`src/pwel_pkg.sv`:
```
package pwel_pkg;

  localparam int unsigned ADDR_W = 12;

  // Byte addresses of the register words.
  localparam logic [11:0] OFF_CTRL     = 12'h140;
  localparam logic [11:0] OFF_ADDR_LOG = 12'h144;
  localparam logic [11:0] OFF_DATA_LOG = 12'h148;
  localparam logic [11:0] OFF_IRQ_STAT = 12'h14C;
  localparam logic [11:0] OFF_IRQ_EN   = 12'h150;
  localparam logic [11:0] OFF_IRQ_CLR  = 12'h154;

  // Control word field positions.
  localparam int unsigned BIT_LOG_EN  = 31;
  localparam int unsigned BIT_ES      = 24;
  localparam int unsigned BIT_UNLOCK  = 23;
  localparam int unsigned CMD_LSB     = 4;
  localparam int unsigned BE_LSB      = 0;

  // Interrupt status bit positions.
  localparam int unsigned IRQ_BIT_ERR    = 0;
  localparam int unsigned IRQ_BIT_IGNORE = 1;
  localparam int unsigned IRQ_W          = 2;

  // Values after reset; CMD_LOG_RESET is the power-up value of the command log.
  localparam logic [3:0]  CMD_LOG_RESET = 4'h7;
  localparam logic [3:0]  BE_LOG_RESET  = 4'h0;
  localparam logic [31:0] WORD_RESET    = 32'h0000_0000;

  // PCI command codes of the memory-space writes that can be posted.
  localparam logic [3:0] CMD_MEM_WRITE    = 4'h7;
  localparam logic [3:0] CMD_MEM_WRITE_INV = 4'hF;

  // One finished posted write as reported by the PCI master.
  typedef struct packed {
    logic [31:0] addr;
    logic [31:0] data;
    logic [3:0]  cmd;
    logic [3:0]  be_n;
    logic        target_abort;
    logic        master_abort;
  } write_result_s;

endpackage

```
`src/pwel_capture.sv`:
```
`timescale 1ns/1ps
`default_nettype none

module pwel_capture
(
  input  wire logic                    clk,
  input  wire logic                    arst_n,
  input  wire logic                    clk_en,
  input  wire logic                    done,
  input  wire pwel_pkg::write_result_s result,
  input  wire logic                    log_en,
  input  wire logic                    frozen,
  output logic                         capture,
  output logic                         ignored
);

  wire is_mem_write = (result.cmd == pwel_pkg::CMD_MEM_WRITE) ||
                      (result.cmd == pwel_pkg::CMD_MEM_WRITE_INV);
  wire aborted      = result.target_abort || result.master_abort;
  wire failed       = done && aborted && is_mem_write;
  wire next_capture = failed && log_en && !frozen;
  // A failure seen while logging is enabled but the log is frozen is not logged but is reported.
  wire next_ignored = failed && log_en && frozen;

  always_ff @(posedge clk or negedge arst_n)
  begin
    if (!arst_n)
    begin
      capture <= 1'b0;
      ignored <= 1'b0;
    end
    else if (clk_en)
    begin
      capture <= next_capture;
      ignored <= next_ignored;
    end
  end

endmodule
`default_nettype wire

```
`src/posted_write_error_logger.sv`:
```
`timescale 1ns/1ps
`default_nettype none

module posted_write_error_logger
(
  input  wire logic                    CORE_CLK,
  input  wire logic                    ARST_N,
  input  wire logic                    CLK_EN,
  input  wire logic                    PSEL,
  input  wire logic                    PENABLE,
  input  wire logic                    PWRITE,
  input  wire logic [11:0]             PADDR,
  input  wire logic [31:0]             PWDATA,
  output logic      [31:0]             PRDATA,
  output logic                         PREADY,
  output logic                         PSLVERR,
  input  wire logic                    WR_DONE,
  input  wire pwel_pkg::write_result_s WR_RESULT,
  output logic                         SLAVE_CHANNEL_HOLD,
  output logic                         ERR_IRQ
);

  ////////////////////////////////////////////////////////////////////////////
  // State.

  logic        log_en;
  logic        error_status_flag;
  logic        slave_channel_unlock;
  // Declared with its power-up value so that only the capture process ever writes it.
  logic [3:0]  cmd_log = pwel_pkg::CMD_LOG_RESET;
  logic [3:0]  failed_byte_lane_log;
  logic [31:0] failed_address_log;
  logic [31:0] failed_data_log;
  logic [pwel_pkg::IRQ_W-1:0] irq_stat;
  logic [pwel_pkg::IRQ_W-1:0] irq_en;
  logic        capture;
  logic        ignored;

  ////////////////////////////////////////////////////////////////////////////
  // Bus decode. The slave answers in the first access cycle.

  wire setup_ok = PSEL && !PENABLE;
  wire wr_acc   = PSEL && PENABLE && PWRITE && PREADY;
  wire rd_setup = setup_ok && !PWRITE;

  function automatic logic hit(input logic [11:0] a, input logic [11:0] off);
    hit = (a == off);
  endfunction

  wire sel_ctrl  = hit(PADDR, pwel_pkg::OFF_CTRL);
  wire sel_addr  = hit(PADDR, pwel_pkg::OFF_ADDR_LOG);
  wire sel_data  = hit(PADDR, pwel_pkg::OFF_DATA_LOG);
  wire sel_stat  = hit(PADDR, pwel_pkg::OFF_IRQ_STAT);
  wire sel_en    = hit(PADDR, pwel_pkg::OFF_IRQ_EN);
  wire sel_clr   = hit(PADDR, pwel_pkg::OFF_IRQ_CLR);
  wire mapped    = sel_ctrl | sel_addr | sel_data | sel_stat | sel_en | sel_clr;

  wire wr_ctrl   = wr_acc && sel_ctrl;
  wire wr_en     = wr_acc && sel_en;
  wire wr_clr    = wr_acc && sel_clr;
  // Writing 0 to log enable and 1 to the flag in one word is the safe way to stop logging.
  wire es_w1c    = wr_ctrl && PWDATA[pwel_pkg::BIT_ES];

  ////////////////////////////////////////////////////////////////////////////
  // Read view: byte-lane, address and data logs read as zero while nothing is held.

  wire [3:0]  be_view   = error_status_flag ? failed_byte_lane_log : 4'h0;
  wire [31:0] addr_view = error_status_flag ? failed_address_log : 32'h0000_0000;
  wire [31:0] data_view = error_status_flag ? failed_data_log : 32'h0000_0000;

  logic [31:0] ctrl_word;
  always_comb
  begin
    ctrl_word = 32'h0000_0000;
    ctrl_word[pwel_pkg::BIT_LOG_EN] = log_en;
    ctrl_word[pwel_pkg::BIT_ES] = error_status_flag;
    ctrl_word[pwel_pkg::BIT_UNLOCK] = slave_channel_unlock;
    ctrl_word[pwel_pkg::CMD_LSB +: 4] = cmd_log;
    ctrl_word[pwel_pkg::BE_LSB +: 4] = be_view;
  end

  wire [31:0] irq_stat_word = {{(32 - pwel_pkg::IRQ_W){1'b0}}, irq_stat};
  wire [31:0] irq_en_word   = {{(32 - pwel_pkg::IRQ_W){1'b0}}, irq_en};

  wire [31:0] next_rdata = sel_ctrl ? ctrl_word :
                           sel_addr ? addr_view :
                           sel_data ? data_view :
                           sel_stat ? irq_stat_word :
                           sel_en   ? irq_en_word : 32'h0000_0000;

  ////////////////////////////////////////////////////////////////////////////
  // Failure detection.

  pwel_capture u_capture
  (
    .clk     (CORE_CLK),
    .arst_n  (ARST_N),
    .clk_en  (CLK_EN),
    .done    (WR_DONE),
    .result  (WR_RESULT),
    .log_en  (log_en),
    // A capture in flight freezes too, or a failure one cycle later would overwrite the log.
    .frozen  (error_status_flag || capture),
    .capture (capture),
    .ignored (ignored)
  );

  // The result is held one cycle so that all logs come from the same transfer.
  pwel_pkg::write_result_s held;
  always_ff @(posedge CORE_CLK or negedge ARST_N)
  begin
    if (!ARST_N)
      held <= '0;
    else if (CLK_EN && WR_DONE)
      held <= WR_RESULT;
  end

  ////////////////////////////////////////////////////////////////////////////
  // Control and status.

  wire next_flag = capture ? 1'b1 : (es_w1c ? 1'b0 : error_status_flag);

  always_ff @(posedge CORE_CLK or negedge ARST_N)
  begin
    if (!ARST_N)
    begin
      log_en               <= 1'b0;
      slave_channel_unlock <= 1'b0;
      error_status_flag    <= 1'b0;
    end
    else if (CLK_EN)
    begin
      if (wr_ctrl)
      begin
        log_en               <= PWDATA[pwel_pkg::BIT_LOG_EN];
        slave_channel_unlock <= PWDATA[pwel_pkg::BIT_UNLOCK];
      end
      error_status_flag <= next_flag;
    end
  end

  always_ff @(posedge CORE_CLK or negedge ARST_N)
  begin
    if (!ARST_N)
    begin
      failed_address_log   <= pwel_pkg::WORD_RESET;
      failed_data_log      <= pwel_pkg::WORD_RESET;
      failed_byte_lane_log <= pwel_pkg::BE_LOG_RESET;
    end
    else if (CLK_EN && capture)
    begin
      failed_address_log   <= held.addr;
      failed_data_log      <= held.data;
      failed_byte_lane_log <= held.be_n;
    end
  end

  // The command log is outside the global reset: it holds its value until the next capture.
  always_ff @(posedge CORE_CLK)
  begin
    if (CLK_EN && capture)
      cmd_log <= held.cmd;
  end

  ////////////////////////////////////////////////////////////////////////////
  // Interrupts. Status bits are sticky; a hardware set wins over a clear.

  wire [pwel_pkg::IRQ_W-1:0] irq_set;
  assign irq_set[pwel_pkg::IRQ_BIT_ERR]    = capture;
  assign irq_set[pwel_pkg::IRQ_BIT_IGNORE] = ignored;
  wire [pwel_pkg::IRQ_W-1:0] irq_clr = wr_clr ? PWDATA[pwel_pkg::IRQ_W-1:0] : '0;
  wire [pwel_pkg::IRQ_W-1:0] next_irq_stat = irq_set | (irq_stat & ~irq_clr);
  // Routing to the pin works only while logging is enabled.
  wire next_irq = log_en && |(next_irq_stat & irq_en);

  always_ff @(posedge CORE_CLK or negedge ARST_N)
  begin
    if (!ARST_N)
    begin
      irq_stat <= '0;
      irq_en   <= '0;
      ERR_IRQ  <= 1'b0;
    end
    else if (CLK_EN)
    begin
      irq_stat <= next_irq_stat;
      if (wr_en)
        irq_en <= PWDATA[pwel_pkg::IRQ_W-1:0];
      ERR_IRQ <= wr_ctrl ? (PWDATA[pwel_pkg::BIT_LOG_EN] && |(next_irq_stat & irq_en))
                         : next_irq;
    end
  end

  ////////////////////////////////////////////////////////////////////////////
  // Slave channel hold and bus answer.

  wire next_hold = next_flag &&
                   !(wr_ctrl ? PWDATA[pwel_pkg::BIT_UNLOCK] : slave_channel_unlock);

  always_ff @(posedge CORE_CLK or negedge ARST_N)
  begin
    if (!ARST_N)
    begin
      SLAVE_CHANNEL_HOLD <= 1'b0;
      PREADY             <= 1'b0;
      PSLVERR            <= 1'b0;
      PRDATA             <= 32'h0000_0000;
    end
    else if (CLK_EN)
    begin
      SLAVE_CHANNEL_HOLD <= next_hold;
      PREADY             <= setup_ok;
      PSLVERR            <= setup_ok && !mapped;
      if (rd_setup)
        PRDATA <= next_rdata;
    end
  end

endmodule
`default_nettype wire

```
`config.mk`:
```
export PLATFORM = sky130hd
export DESIGN_NAME = posted_write_error_logger
export DESIGN_NICKNAME = d
export VERILOG_FILES = /design/src/pwel_pkg.sv /design/src/pwel_capture.sv /design/src/posted_write_error_logger.sv
export SDC_FILE = /design/constraint.sdc
export NUM_CORES = 1
export LEC_CHECK = 0
export BUFFER_PORTS_ARGS = -buffer_cell sky130_fd_sc_hd__buf_2
export CORE_ASPECT_RATIO = 0.9
export CORE_MARGIN = 5
export CORE_UTILIZATION = 40
export CTS_CLUSTER_DIAMETER = 120
export DETAILED_ROUTE_END_ITERATION = 8
export GPL_TIMING_DRIVEN = 0
export HOLD_SLACK_MARGIN = 0.1
export PLACE_DENSITY = 0.65
export SLEW_MARGIN = 20
export SYNTH_ARGS = -nofsm -noshare
export SYNTH_HDL_FRONTEND = slang
export SYNTH_SLANG_ARGS = --single-unit
export TNS_END_PERCENT = 10
```
`constraint.sdc`:
```
create_clock -name CORE_CLK -period 1.4 [get_ports CORE_CLK]
set_clock_uncertainty 0.05 [all_clocks]
set_input_delay 0.28 -clock CORE_CLK [delete_from_list [all_inputs] [get_ports CORE_CLK]]
set_output_delay 0.28 -clock CORE_CLK [all_outputs]
set_load 0.05 [all_outputs]
```
==> reports/qor.yml <==
outcome: "finished with violations"
violations: "negative setup slack"
drv_cap: 0
dr.pass1.iters: 4
p_leak_nw: 4.74
yosysTopAreaCellShare_pct: 60.2
synthTopCellsByArea: "dfrtp_1 (60%), mux2_2 (21%), mux2i_1 (3.8%)"
netlist_area_mm2: 0.00768
cp-start-kind: "input pin"
rr_worst_depth: 4
whs_ns: 0.129
cp.required_ns: 1.66
synth_seq_cells: 189
io_pins: 161
regToRegStartpoint: "PREADY$_DFFE_PN0P_"
r2r-end: "irq_en[1]$_DFFE_PN0P_"
place_congestion: 0.821
cp_max_fo: 10
setup_viol: 35
async_reset_ff_share_pct: 97.9
hold_depth: 3
synth_edf_count: 4
cts_buffer_depth: 2
core_area_mm2: 0.0190
path_class: "in2reg"
grt_pass1_wl_mm: 29.2
cts_buffers: 17
cts_root_buffer: "clkbuf_16"
grt_usage_pct: 17.0
holdPathEnd: "PSLVERR$_DFFE_PN0P_"
synth_warnings: 0
worstMarginPinSlew_ns: 0.562
die_area_mm2: 0.0221
fmax_mhz: 635
irDropWorstVdd_mv: 0.802
clkTransAtPathRegs_ns: 0.07
row_count: 48
synth_cell_type_count: 44
place_ws_ns: -0.814
syn_avg_cell_area_um2: 13.9
hpwl_mm: 12.5
cts_tree: "built"
antenna_found_initial: 0
vias: 5181
maxSlewHeadroom_pct: 62.5
numClockSinks: 189
min_path_type: "in2reg"
n_fill_cell: 1564
drive_gt1_share_pct: 44.5
die_h_um: 141
num_antenna_cells: 0
hold_viol_final: 0
worst_slack_ns: -0.174
multi_input_area_mm2: 0.00283
syn_to_final_growth_pct: 36.5
clock_latency_ns: 0.43
htreeDepth: 4
finalCritPeriodShare_pct: 112
crit_start: "PADDR[0]"
endpoint_kind: "flip-flop"
ys_top_cells_by_count: "dfrtp_1 (185), mux2_2 (143), nand2_1 (40), mux2i_1 (29), o21ai_1 (29)"
start_util_pct: 40.4
port_buffers: 131
antenna_left: 0
yosysMostFrequentCell: "dfrtp_1"
rsz0062_at_grt: "true"
drt-initial-drc-count: 282
critPathArrivalTime_ns: 1.84
seq_area_mm2: 0.00475
fin_crit_ns: 1.57
ys_seq_area_share_pct: 61.8
ys.flop_type: "dfrtp_1"
slew_violations: 0
nets: 912
drt_wl_total_mm: 18.0
post_drt_wl_per_cell_um: 17.1
die_x_um: 156
p_per_area_mw_per_mm2: 1180
first_global_vias: 5590
grt_max_degree: 79
drcViolationCount: 0
grt_overflow: 0
avgViaCountPerCell: 4.93
synth_fp_nets: 677
syn_inst: 552
rrSetupSlack_ns: -0.12
hp-start: "PSEL"
yosysTopAreaCell: "dfrtp_1"
[cells by family (layout without fill, tap and decap cells)]
family | Yosys count | after routing | share of synthesized area, %
mux | 172 | 172 | 24.7
simple gates | 85 | 85 | 5.78
buf+inv | 38 | 286 | 2.47
xor+xnor | 1 | 1 | 0.114
compound gates | 67 | 67 | 5.10
flops | 189 | 189 | 61.8
[flip-flops by register name, summed over array words and instances (netlist names), 2 cells and up]
register / cells
irq_stat: 2
cmd_log: 4
failed_address_log: 32
irq_en: 2
PRDATA: 32
failed_data_log: 32
held: 72
failed_byte_lane_log: 4
[timing repair]
action | 4_1_cts | 5_1_grt
buffers inserted | 5 | 0
gates cloned | 0 | 0
resized for setup | 68 | 22
pin swaps | 8 | 3
hold buffers | 78 | 0
endpoints found under the setup margin | 200 | 110
hold endpoints to repair | 262 | 0
[where the power goes]
| part | total (mW) | switching, mW | internal [mW] |
|---|---|---|---|
| Combinational | 1.22 | 0.521 | 0.701 |
| Sequential | 6.17 | 0.235 | 5.94 |
| Clock | 5.01 | 2.16 | 2.86 |
[critical path, stage by stage]
cell     delay, ns
buf_6         0.10
nor4b_4       0.40
nand3_2       0.20
nor3_4        0.24
buf_6         0.16
buf_12        0.15
mux2i_4       0.22
o21ai_1       0.08
[layer usage]
| layer | vias to the layer above | routed length, um | part of all wire (%) | GRT usage [%] |
|---|---|---|---|---|
| li1 | 2437 | - | - | - |
| met5 | - | 0 | 0 | 0 |
| met4 | 0 | 223 | 1.2 | 4.25 |
| met1 | 2595 | 8210 | 46 | 22.9 |
| met3 | 17 | 995 | 5.5 | 4.85 |
| met2 | 132 | 8530 | 47 | 27.3 |
[cell type report]
cell class | instances | share of cell area [%]
multi-input combinational | 325 | 27.0
inverter | 7 | 0.251
timing repair buffer | 216 | 16.0
tap | 250 | 2.98
sequential | 189 | 45.3
buffer | 31 | 2.66
clock inverter | 14 | 1.71
clock buffer | 18 | 4.09
[cell usage in the layout (no fill, tap or decap), types with 7 or more instances in the layout]
cell,netlist,routed
nand2_1,40,38
mux2_2,143,142
buf_2,8,93
a21oi_1,8,8
dfrtp_1,185,184
clkbuf_1,18,7
buf_4,1,28
inv_1,7,7
dlygate4sd3_1,0,78
buf_6,3,18
clkbuf_2,0,8
o21ai_1,29,27
mux2i_1,29,28
o21ai_0,10,10
nand4_1,7,7
clkbuf_16,0,17
nor2_1,15,13
[how the worst max path moves through the flow]
stage                                  end  cells past startpoint
detailed placement  PRDATA[19]$_DFFE_PN0P_                      8
global placement        PREADY$_DFFE_PN0P_                      1
finish              PRDATA[19]$_DFFE_PN0P_                      8
global route        PRDATA[28]$_DFFE_PN0P_                      8
floorplan           PRDATA[23]$_DFFE_PN0P_                      7
CTS                 PRDATA[19]$_DFFE_PN0P_                      8
[metrics by stage]
stage | total power [mW] | TNS, ns | cells | cell area, um^2 | util, %
after global placement | 7.24 | -605.75 | 933 | 8720 | 45.8
after floorplan | 6.83 | -20.92 | 552 | 7750 | -
final | 12.4 | -4.03 | 1050 | 10500 | 55.1
after detailed placement | 7.32 | -92.37 | 935 | 8780 | 46.1
after CTS | 12.5 | -3.29 | 1050 | 10400 | 54.8
after global routing | 12.9 | -7.05 | 1050 | 10500 | 55.1
(Power assumes the default switching activity.)
